[src/logic/frame_timing_defs.svh]
// constants shared by the sensor timing end and the camera controller end
`ifndef FRAME_TIMING_DEFS_SVH
`define FRAME_TIMING_DEFS_SVH

// sequencer timing
`define CYC_PER_LINE      20'h00081
`define FOT_LANE_TERM     8'h20
`define EXP_START_DELAY   8'h85
`define MAX_OUT_CODE      3'h4
`define BITS_10_RATIO     4'hA
`define BITS_12_RATIO     4'hC

// configuration addresses
`define REG_LINES_LO      7'h01
`define REG_LINES_HI      7'h02
`define REG_EXP_0         7'h2A
`define REG_EXP_1         7'h2B
`define REG_EXP_2         7'h2C
`define REG_FRAMES_LO     7'h46
`define REG_FRAMES_HI     7'h47
`define REG_OUT_CODE      7'h48
`define REG_FOT_LEN       7'h49
`define REG_MODE          7'h4A

// configuration defaults
`define DEF_LINES_LO      8'h00
`define DEF_LINES_HI      8'h08
`define DEF_EXP_1         8'h04
`define DEF_FRAMES_LO     8'h01
`define DEF_OUT_CODE      8'h04
`define DEF_FOT_LEN       8'h14

// mode register bits
`define MODE_EXT          0
`define MODE_HDR          1
`define MODE_12B          2

// serial word layout
`define SPI_LAST_BIT      4'hF
`define SPI_ADDR_DONE     4'h7
`define SPI_HALF          3'h4
`define SPI_DATA_FIRST    5'h08
`define SPI_WORD_BITS     5'h10

// controller timing
`define CLK_PERIOD_NS     8
`define STARTUP_HOLD_NS   1000
`define STARTUP_HOLD_CYC  ((`STARTUP_HOLD_NS + `CLK_PERIOD_NS - 1) / `CLK_PERIOD_NS)
`define FRAME_REQ_HOLD    2'h2

`endif

[src/logic/frame_timing_pkg.sv]
// state types for the sensor timing end and the camera controller end
package frame_timing_pkg;

   typedef enum logic [2:0] {
      EXP_IDLE  = 3'b000,
      EXP_DELAY = 3'b001,
      EXP_WAIT  = 3'b010,
      EXP_RUN   = 3'b011,
      EXP_HOLD  = 3'b100
   } exp_state_t;

   typedef enum logic [1:0] {
      RD_IDLE  = 2'b00,
      RD_FOT   = 2'b01,
      RD_LINES = 2'b10
   } rd_state_t;

   typedef enum logic [1:0] {
      SP_IDLE  = 2'b00,
      SP_LEAD  = 2'b01,
      SP_SHIFT = 2'b10,
      SP_TAIL  = 2'b11
   } spi_state_t;

endpackage

[src/logic/sensor_ctrl_if.sv]
// control pins between camera controller and sensor timing end
`timescale 1ns/1ps
interface sensor_ctrl_if;
   logic system_reset_low;
   logic frame_req;
   logic spi_en;
   logic spi_clk;
   logic spi_in;
   logic spi_out;
   logic external_exposure_in;
   logic external_exposure_hdr_in;

   modport sensor (
      input  system_reset_low, frame_req, spi_en, spi_clk, spi_in,
      input  external_exposure_in, external_exposure_hdr_in,
      output spi_out
   );
   modport controller (
      output system_reset_low, frame_req, spi_en, spi_clk, spi_in,
      output external_exposure_in, external_exposure_hdr_in,
      input  spi_out
   );
endinterface

[src/logic/sensor_frame_timing.sv]
// sensor end: input sampling, serial configuration and frame sequencer
`timescale 1ns/1ps
`include "frame_timing_defs.svh"

// Contract
// - sample every control input on clock rise
// - controller holds inputs at least one clock
// - reset low resets the sequencer
// - controller keeps reset low during start-up
// - frame request captures programmed frame count
// - serial transfers only while enable high
// - master clock is bit clock over 10/12
// - master clock at most 48/40 MHz; bench runs it at 125 MHz (8 ns)
// - master clock at least 5 MHz
// - overhead is (length + 32/outputs) times 129
// - overhead length resets to 20
// - read-out is 129/outputs cycles per line
// - overhead then image read-out
// - exposure runs parallel with read-out
// - one to sixteen outputs selectable
// - external exposure and HDR inputs
// - 16-bit word: control, 7 address, 8 data
// - reset returns registers to defaults
// - internal exposure starts 133 cycles after request
module sensor_frame_timing (
   // clock and reset
   input  wire logic             clk_i,
   input  wire logic             rstn_i,
   // pins from the controller
   sensor_ctrl_if.sensor         pins,
   // status
   output logic                  exposing_o,
   output logic                  fot_o,
   output logic                  reading_o,
   output logic                  frame_done_o,
   output logic                  busy_o,
   output logic [3:0]            bit_clk_ratio_o
);

   ////////////////////////////////////////////////////////////////////////////
   // input sampling

   logic        rst_q;
   logic        req_q;
   logic        req_prev;
   logic        en_q;
   logic        sclk_q;
   logic        sclk_prev;
   logic        sin_q;
   logic        te1_q;
   logic        te2_q;

   // every pin taken on the clock rise, levels held by the controller
   always_ff @(posedge clk_i) begin
      if (!rstn_i) begin
         rst_q     <= 1'b1;
         req_q     <= 1'b0;
         req_prev  <= 1'b0;
         en_q      <= 1'b0;
         sclk_q    <= 1'b0;
         sclk_prev <= 1'b0;
         sin_q     <= 1'b0;
         te1_q     <= 1'b0;
         te2_q     <= 1'b0;
      end else begin
         rst_q     <= pins.system_reset_low;
         req_q     <= pins.frame_req;
         req_prev  <= req_q;
         en_q      <= pins.spi_en;
         sclk_q    <= pins.spi_clk;
         sclk_prev <= sclk_q;
         sin_q     <= pins.spi_in;
         te1_q     <= pins.external_exposure_in;
         te2_q     <= pins.external_exposure_hdr_in;
      end
   end

   // sequencer and registers drop together while the reset pin reads low
   wire seq_reset = !rstn_i || !rst_q;

   ////////////////////////////////////////////////////////////////////////////
   // serial configuration port

   logic [7:0]  cfg [0:127];
   logic [15:0] sh_in;
   logic [3:0]  bitcnt;
   logic [7:0]  sh_out;
   logic        rd_active;

   wire       sclk_rise = en_q && sclk_q && !sclk_prev;
   wire       sclk_fall = en_q && !sclk_q && sclk_prev;
   wire       wr_commit = sclk_rise && bitcnt == `SPI_LAST_BIT && sh_in[14];
   wire [6:0] wr_addr   = sh_in[13:7];
   wire [7:0] wr_data   = {sh_in[6:0], sin_q};
   wire       rd_load   = sclk_rise && bitcnt == `SPI_ADDR_DONE && !sh_in[6];
   wire [6:0] rd_addr   = {sh_in[5:0], sin_q};

   // shifter; the bit count wraps so bursts continue while enable stays high
   always_ff @(posedge clk_i) begin
      if (seq_reset || !en_q) begin
         sh_in     <= 16'h0000;
         bitcnt    <= 4'h0;
         rd_active <= 1'b0;
         sh_out    <= 8'h00;
         pins.spi_out <= 1'b0;
      end else begin
         if (sclk_rise) begin
            sh_in  <= {sh_in[14:0], sin_q};
            bitcnt <= bitcnt + 4'h1;
         end
         if (rd_load) begin
            sh_out    <= cfg[rd_addr];
            rd_active <= 1'b1;
         end else if (sclk_rise && bitcnt == `SPI_LAST_BIT) begin
            rd_active <= 1'b0;
         end else if (sclk_fall && rd_active) begin
            pins.spi_out <= sh_out[7];
            sh_out       <= {sh_out[6:0], 1'b0};
         end
      end
   end

   // register file; unlisted addresses default to zero
   always_ff @(posedge clk_i) begin
      if (seq_reset) begin
         for (int i = 0; i < 128; i++) begin
            cfg[i] <= 8'h00;
         end
         cfg[`REG_LINES_LO]  <= `DEF_LINES_LO;
         cfg[`REG_LINES_HI]  <= `DEF_LINES_HI;
         cfg[`REG_EXP_1]     <= `DEF_EXP_1;
         cfg[`REG_FRAMES_LO] <= `DEF_FRAMES_LO;
         cfg[`REG_OUT_CODE]  <= `DEF_OUT_CODE;
         cfg[`REG_FOT_LEN]   <= `DEF_FOT_LEN;
      end else if (wr_commit) begin
         cfg[wr_addr] <= wr_data;
      end
   end

   ////////////////////////////////////////////////////////////////////////////
   // frame sequencer

   frame_timing_pkg::exp_state_t exp_st;
   frame_timing_pkg::rd_state_t  rd_st;
   logic [7:0]  dly_cnt;
   logic [23:0] exp_cnt;
   logic [19:0] rd_cnt;
   logic [15:0] frames_left;

   // lane count as a power of two: 1, 2, 4, 8 or 16 outputs
   wire [2:0]  out_code  = (cfg[`REG_OUT_CODE][2:0] > `MAX_OUT_CODE) ?
                           `MAX_OUT_CODE : cfg[`REG_OUT_CODE][2:0];
   wire [7:0]  lane_term = `FOT_LANE_TERM >> out_code;
   wire [19:0] fot_cyc   = 20'(({12'h000, cfg[`REG_FOT_LEN]} + {12'h000, lane_term})
                           * `CYC_PER_LINE);
   wire [11:0] nr_lines  = {cfg[`REG_LINES_HI][3:0], cfg[`REG_LINES_LO]};
   wire [19:0] img_cyc   = 20'((`CYC_PER_LINE * {8'h00, nr_lines}) >> out_code);
   wire [23:0] exp_len   = {cfg[`REG_EXP_2], cfg[`REG_EXP_1], cfg[`REG_EXP_0]};
   wire [15:0] frame_cnt = {cfg[`REG_FRAMES_HI], cfg[`REG_FRAMES_LO]};
   wire        ext_mode  = cfg[`REG_MODE][`MODE_EXT];
   wire        hdr_mode  = cfg[`REG_MODE][`MODE_HDR];
   // a new request counts only on its rising level and while idle
   wire        req_start = req_q && !req_prev && exp_st == frame_timing_pkg::EXP_IDLE
                           && rd_st == frame_timing_pkg::RD_IDLE;
   wire        ext_open  = te1_q || (hdr_mode && te2_q);
   wire        kick_fot  = exp_st == frame_timing_pkg::EXP_HOLD
                           && rd_st == frame_timing_pkg::RD_IDLE;

   // exposure engine; a finished exposure waits for the read-out to free up
   always_ff @(posedge clk_i) begin
      if (seq_reset) begin
         exp_st      <= frame_timing_pkg::EXP_IDLE;
         dly_cnt     <= 8'h00;
         exp_cnt     <= 24'h000000;
         frames_left <= 16'h0000;
      end else begin
         case (exp_st)
            frame_timing_pkg::EXP_IDLE: begin
               if (req_start && frame_cnt != 16'h0000) begin
                  frames_left <= frame_cnt;
                  dly_cnt     <= 8'h01;
                  exp_st      <= ext_mode ? frame_timing_pkg::EXP_WAIT
                                          : frame_timing_pkg::EXP_DELAY;
               end
            end
            frame_timing_pkg::EXP_DELAY: begin
               dly_cnt <= dly_cnt + 8'h01;
               if (dly_cnt == `EXP_START_DELAY) begin
                  exp_cnt <= exp_len;
                  exp_st  <= frame_timing_pkg::EXP_RUN;
               end
            end
            frame_timing_pkg::EXP_WAIT: begin
               if (te1_q) begin
                  exp_st <= frame_timing_pkg::EXP_RUN;
               end
            end
            frame_timing_pkg::EXP_RUN: begin
               exp_cnt <= exp_cnt - 24'h000001;
               if (ext_mode ? !ext_open : exp_cnt <= 24'h000001) begin
                  exp_st <= frame_timing_pkg::EXP_HOLD;
               end
            end
            frame_timing_pkg::EXP_HOLD: begin
               if (kick_fot) begin
                  frames_left <= frames_left - 16'h0001;
                  exp_cnt     <= exp_len;
                  // next exposure overlaps this frame's read-out
                  if (frames_left == 16'h0001) begin
                     exp_st <= frame_timing_pkg::EXP_IDLE;
                  end else if (ext_mode) begin
                     exp_st <= frame_timing_pkg::EXP_WAIT;
                  end else begin
                     exp_st <= frame_timing_pkg::EXP_RUN;
                  end
               end
            end
            default: exp_st <= frame_timing_pkg::EXP_IDLE;
         endcase
      end
   end

   // read-out engine: overhead then line read-out
   always_ff @(posedge clk_i) begin
      if (seq_reset) begin
         rd_st  <= frame_timing_pkg::RD_IDLE;
         rd_cnt <= 20'h00000;
      end else begin
         case (rd_st)
            frame_timing_pkg::RD_IDLE: begin
               if (kick_fot) begin
                  rd_cnt <= fot_cyc;
                  rd_st  <= frame_timing_pkg::RD_FOT;
               end
            end
            frame_timing_pkg::RD_FOT: begin
               rd_cnt <= rd_cnt - 20'h00001;
               if (rd_cnt <= 20'h00001) begin
                  rd_cnt <= img_cyc;
                  rd_st  <= frame_timing_pkg::RD_LINES;
               end
            end
            frame_timing_pkg::RD_LINES: begin
               rd_cnt <= rd_cnt - 20'h00001;
               if (rd_cnt <= 20'h00001) begin
                  rd_st <= frame_timing_pkg::RD_IDLE;
               end
            end
            default: rd_st <= frame_timing_pkg::RD_IDLE;
         endcase
      end
   end

   ////////////////////////////////////////////////////////////////////////////
   // status outputs, one cycle behind the engines

   always_ff @(posedge clk_i) begin
      if (seq_reset) begin
         exposing_o      <= 1'b0;
         fot_o           <= 1'b0;
         reading_o       <= 1'b0;
         frame_done_o    <= 1'b0;
         busy_o          <= 1'b0;
         bit_clk_ratio_o <= `BITS_10_RATIO;
      end else begin
         exposing_o   <= exp_st == frame_timing_pkg::EXP_RUN;
         fot_o        <= rd_st == frame_timing_pkg::RD_FOT;
         reading_o    <= rd_st == frame_timing_pkg::RD_LINES;
         frame_done_o <= rd_st == frame_timing_pkg::RD_LINES && rd_cnt <= 20'h00001;
         busy_o       <= exp_st != frame_timing_pkg::EXP_IDLE
                         || rd_st != frame_timing_pkg::RD_IDLE;
         // bit clock must run this many times the master clock
         bit_clk_ratio_o <= cfg[`REG_MODE][`MODE_12B] ? `BITS_12_RATIO
                                                      : `BITS_10_RATIO;
      end
   end

endmodule

[src/flat_wrapper.sv]
// flat-port wrapper written by rule: the top's interface ports become plain ports
module sensor_frame_timing_flat 
  (clk_i, rstn_i, exposing_o, fot_o, reading_o, frame_done_o, busy_o, bit_clk_ratio_o, pins_system_reset_low, pins_frame_req, pins_spi_en, pins_spi_clk, pins_spi_in, pins_external_exposure_in, pins_external_exposure_hdr_in, pins_spi_out);
  sensor_ctrl_if pins_i ();
  input  wire logic clk_i;
  input  wire logic rstn_i;
  output logic exposing_o;
  output logic fot_o;
  output logic reading_o;
  output logic frame_done_o;
  output logic busy_o;
  output logic [3:0] bit_clk_ratio_o;
  input wire logic [$bits(pins_i.system_reset_low)-1:0] pins_system_reset_low;
  input wire logic [$bits(pins_i.frame_req)-1:0] pins_frame_req;
  input wire logic [$bits(pins_i.spi_en)-1:0] pins_spi_en;
  input wire logic [$bits(pins_i.spi_clk)-1:0] pins_spi_clk;
  input wire logic [$bits(pins_i.spi_in)-1:0] pins_spi_in;
  input wire logic [$bits(pins_i.external_exposure_in)-1:0] pins_external_exposure_in;
  input wire logic [$bits(pins_i.external_exposure_hdr_in)-1:0] pins_external_exposure_hdr_in;
  output wire logic [$bits(pins_i.spi_out)-1:0] pins_spi_out;
  assign pins_i.system_reset_low = pins_system_reset_low;
  assign pins_i.frame_req = pins_frame_req;
  assign pins_i.spi_en = pins_spi_en;
  assign pins_i.spi_clk = pins_spi_clk;
  assign pins_i.spi_in = pins_spi_in;
  assign pins_i.external_exposure_in = pins_external_exposure_in;
  assign pins_i.external_exposure_hdr_in = pins_external_exposure_hdr_in;
  assign pins_spi_out = pins_i.spi_out;
  sensor_frame_timing u_core (.clk_i(clk_i), .rstn_i(rstn_i), .pins(pins_i), .exposing_o(exposing_o), .fot_o(fot_o), .reading_o(reading_o), .frame_done_o(frame_done_o), .busy_o(busy_o), .bit_clk_ratio_o(bit_clk_ratio_o));
endmodule
[config.mk]
export PLATFORM = sky130hd
export DESIGN_NAME = sensor_frame_timing_flat
export DESIGN_NICKNAME = d
export VERILOG_FILES = /design/src/logic/frame_timing_pkg.sv /design/src/logic/sensor_ctrl_if.sv /design/src/logic/sensor_frame_timing.sv /design/src/flat_wrapper.sv
export VERILOG_INCLUDE_DIRS = /design/src /design/src/logic
export SDC_FILE = /design/constraint.sdc
export NUM_CORES = 2
export LEC_CHECK = 0
export BUFFER_PORTS_ARGS = -buffer_cell sky130_fd_sc_hd__buf_2
export CAP_MARGIN = 20
export CORE_ASPECT_RATIO = 0.5
export CORE_MARGIN = 2
export CORE_UTILIZATION = 58
export CTS_CLUSTER_SIZE = 10
export DETAILED_ROUTE_END_ITERATION = 6
export PLACE_DENSITY = 0.75
export SETUP_SLACK_MARGIN = 0.4
export SLEW_MARGIN = 20
export SYNTH_ARGS = -nofsm -noshare
export SYNTH_HDL_FRONTEND = slang
export SYNTH_SLANG_ARGS = --single-unit
[constraint.sdc]
create_clock -name clk_i -period 3.9 [get_ports clk_i]
set_input_delay 0.78 -clock clk_i [delete_from_list [all_inputs] [get_ports clk_i]]
set_output_delay 0.78 -clock clk_i [all_outputs]
set_load 0.01 [all_outputs]
==> out/qor.tcl <==
set qor(clock-root-buffer) {sky130_fd_sc_hd__clkbuf_16}
set qor(startpoint_type) {register}
set qor(synth-warning-count) 0
set qor(slowest_stage) {sky130_fd_sc_hd__edfxtp_1}
set qor(routed_met2_length_um) 64000
set qor(vias_per_cell) 6.57
set qor(drv_cap) 0
set qor(core_region_area_mm2) 0.0889
set qor(main_flop_type_after_synthesis) {sky130_fd_sc_hd__edfxtp_1}
set qor(async_flop_share_pct) 0
set qor(route.met3.wl_um) 16800
set qor(drt_first_pass_iters) 6
set qor(cts.reportedPaths.clkPinSlew_ns) 0.06
set qor(cts_buffer_depth) 3
set qor(hold_path.class) {in -> reg}
set qor(path_max_fanout) 6
set qor(first_global_vias) 33872
set qor(die_h_um) 217
set qor(layout-drive-gt1-share_pct) 16.5
set qor(synth-edff-count) 1016
set qor(numCtsBuffers) 132
set qor(finalNetCount) 4077
set qor(netlist_instances) 4053
set qor(timing.final.max_slew_violations) 0
set qor(floorplan.die.width_um) 429
set qor(hpwl_um) 86300
set qor(finalClockSkew_ns) 0.0215
set qor(period_needed_ns) 3.42
set qor(drt_iter0_drc) 5111
set qor(path_buf_inv) 1
set qor(status) {complete, no violations}
set qor(timing.setup.critical_path_class) {reg -> reg}
set qor(crit_arrival_ns) 4.04
set qor(signed_area_change_from_the_synthesized_netlist_to_the_final_layout_pct) 10.7
set qor(drcViolationCount) 0
set qor(hold_violations) 0
set qor(clk_latency_ns) 0.75
set qor(seq_area_frac_synth_pct) 63.1
set qor(maxSlewHeadroom_pct) 28.9
set qor(dieArea_mm2) 0.0929
set qor(worst-endpoint-required_ns) 4.52
set qor(route.final.wire_length_um) 136000
set qor(post_synth_instance_area_mm2) 0.0524
set qor(final_min_period_over_clock_period_pct) 87.8
set qor(placed_cells) 5071
set qor(first_pass_grt_wire_length_um) 207000
set qor(route.top_layer_used) {met5}
set qor(h-tree-depth) 4
set qor(setup-tns-final_ns) 0
set qor(floorplan.rows) 77
set qor(antenna_found_initial) 2
set qor(wire_per_inst_um) 25.8
set qor(crit_chain) {nand2_2 > nor2_1 > ha_1 > o21a_1 > and2_4 > o21ai_2 > a21oi_2 > ha_2 > ha_4 > ha_4 > inv_2 > fa_2 > nor3b_4 > xnor2_1 > o2bb2ai_1 > nor3_1}
set qor(critical_path_s_most_frequent_cell) {sky130_fd_sc_hd__ha_4}
set qor(fillCellCount) 6072
set qor(worst-slew-pin-transition_ns) 1.06
set qor(grt_max_degree) 108
set qor(flip_flop_and_latch_count_after_synthesis) 1142
set qor(place.gp.congestion) 0.913
set qor(numPortBuffers) 16
set qor(fmaxAchievable_mhz) 292
set qor(cpPeakStageDelay_ns) 0.51
set qor(critical-path-top-delay-family) {adder cells}
set qor(grt_overflow) 0
set qor(wire_length_the_detailed_router_placed_on_met1_um) 51400
set qor(endpoint_kind) {register}
set qor(instances_no_fill) 5278
set qor(ant_nets) 0
set qor(worst_vdd_rail_ir_drop_mv) 0.492
set qor(setup-violations-final) 0
set qor(floorplan.io_pins) 19
set qor(clock-sinks) 1142
set qor(cellPowerDensity_mw_per_mm2) 512
set qor(vias) 34680
set qor(synth_cell_type_count) 84
set qor(unrepaired_setup_endpoints_after_global_routing) {yes}
set qor(syn-mean-instance-area_um2) 12.9
set qor(tritoncts) {yes}
set qor(initial_core_util_pct) 58.9
set qor(leakagePower_nw) 18.9
set qor(grtUsageTotal_pct) 29.7
set qor(post_cts_hold_buffer_count) 0
## registers in the layout, indices dropped and copies added (netlist names), 3 cells and up
| register | flops |
|---|---|
| u_core.sh_in | 15 |
| u_core.exp_st | 3 |
| u_core.dly_cnt | 8 |
| u_core.frames_left | 16 |
| u_core.rd_cnt | 20 |
| u_core.cfg | 1024 |
| u_core.bitcnt | 4 |
| u_core.exp_cnt | 24 |
| u_core.sh_out | 8 |
## routing by layer
metal  global-route usage [%]  vias to the layer above
met3                     6.74                      255
met4                     9.46                        2
met2                     46.6                     2223
met1                     41.7                    17351
met5                        0                        -
li1                         -                    14849
## synth_stat cells (all sizes together) (9+ instances only)
master	instances	area share, %
a211oi	16	0.23
a21oi	106	1.0
a221oi	15	0.25
a22oi	20	0.29
a31oi	10	0.12
and2	15	0.18
buf	79	0.72
clkbuf	211	1.5
dfxtp	126	4.8
edfxtp	1016	58
ha	39	0.93
inv	35	0.25
mux2	17	0.37
mux2i	36	0.69
mux4	316	14
nand2	431	3.1
nand3	31	0.30
nand3b	12	0.17
nor2	1133	8.1
nor2b	9	0.11
nor3	43	0.42
nor4	20	0.29
o211ai	16	0.23
o21ai	106	1.0
o22ai	11	0.13
o31ai	12	0.17
or2	9	0.11
or4	11	0.18
xnor2	18	0.30
xor2	9	0.15
## layout by cell type, fill, tap and decap left out, drive strengths merged, types with 7 or more instances in the layout
| cell type | Yosys | final |
|---|---|---|
| nand2b | 7 | 7 |
| o22ai | 11 | 11 |
| a31oi | 10 | 10 |
| nand3 | 31 | 31 |
| o31ai | 12 | 12 |
| nor3b | 8 | 8 |
| or3 | 8 | 8 |
| xnor2 | 18 | 18 |
| a221oi | 15 | 15 |
| dfxtp | 126 | 126 |
| clkbuf | 211 | 190 |
| o211ai | 16 | 16 |
| and2 | 15 | 15 |
| a211oi | 16 | 16 |
| edfxtp | 1016 | 1016 |
| buf | 79 | 128 |
| nor2 | 1133 | 1133 |
| or4 | 11 | 11 |
| mux2 | 17 | 17 |
| nor4 | 20 | 20 |
| nor3 | 43 | 43 |
| a21oi | 106 | 106 |
| ha | 39 | 39 |
| mux4 | 316 | 316 |
| inv | 35 | 41 |
| mux2i | 36 | 36 |
| nor2b | 9 | 9 |
| or2 | 9 | 9 |
| a22oi | 20 | 20 |
| nand2 | 431 | 431 |
| nand3b | 12 | 12 |
| o22a | 8 | 8 |
| o21ai | 106 | 106 |
| xor2 | 9 | 9 |
## final cells by class
class | count | area (um2) | area share [%]
sequential | 1142 | 33000 | 57.0
multi-input combinational | 2587 | 18400 | 31.7
clock buffer | 190 | 3650 | 6.29
tap | 1185 | 1480 | 2.56
timing repair buffer | 128 | 1190 | 2.06
inverter | 35 | 131 | 0.227
clock inverter | 10 | 118 | 0.203
antenna | 1 | 2.50 | 0.00432
## logic make-up (layout without fill, tap and decap cells)
kind of cell | count (synthesis) | count (layout) | synth area share [%]
buf+inv | 325 | 363 | 2.48
fa+ha+maj | 42 | 42 | 1.05
simple gates | 1764 | 1764 | 13.7
other cells | 2 | 4 | 0.0143
xor+xnor | 27 | 27 | 0.451
compound gates | 382 | 382 | 4.65
flops | 1142 | 1142 | 63.1
mux | 369 | 369 | 14.6
## where the power goes
group / internal, mW / leakage [nW] / total (mW) / switching [mW]
sequential: 14.1 / 11.4 / 14.6 / 0.432
clock: 6.44 / 1.82 / 11.2 / 4.77
combinational: 1.48 / 5.70 / 3.88 / 2.40
## per-stage QoR
step | util, % | setup slack [ns] | cell area (um2) | hold slack [ns] | power (mW)
floorplan | - | 0.328 | 52500 | 0.431 | 17.4
global placement | 60.8 | 0.171 | 54000 | 0.452 | 18.4
detailed placement | 60.8 | 0.364 | 54100 | 0.460 | 18.6
CTS | 65.1 | 0.400 | 57900 | 0.195 | 29.6
global route | 65.2 | 0.324 | 58000 | 0.224 | 30.6
finish | 65.2 | 0.477 | 58000 | 0.232 | 29.7
## worst paths after layout
| check | cells after the start | slack, ns | endpoint | from |
|---|---|---|---|---|
| worst min register to register | 1 | 0.47 | u_core.dly_cnt[7] | u_core.dly_cnt[7] |
| worst max-delay path | 16 | 0.48 | u_core.rd_cnt[13] | u_core.cfg[72][1] |
| worst min-delay path | 2 | 0.23 | u_core.rst_q | pins_system_reset_low |
| worst max register to register | 16 | 0.48 | u_core.rd_cnt[13] | u_core.cfg[72][1] |
## what timing repair did
action	in CTS	in global routing
resized for setup	1	19
pin swaps	0	5
buffers inserted	1	5
endpoints found under the setup margin	1	597
Power figures use the tool's default switching activity.
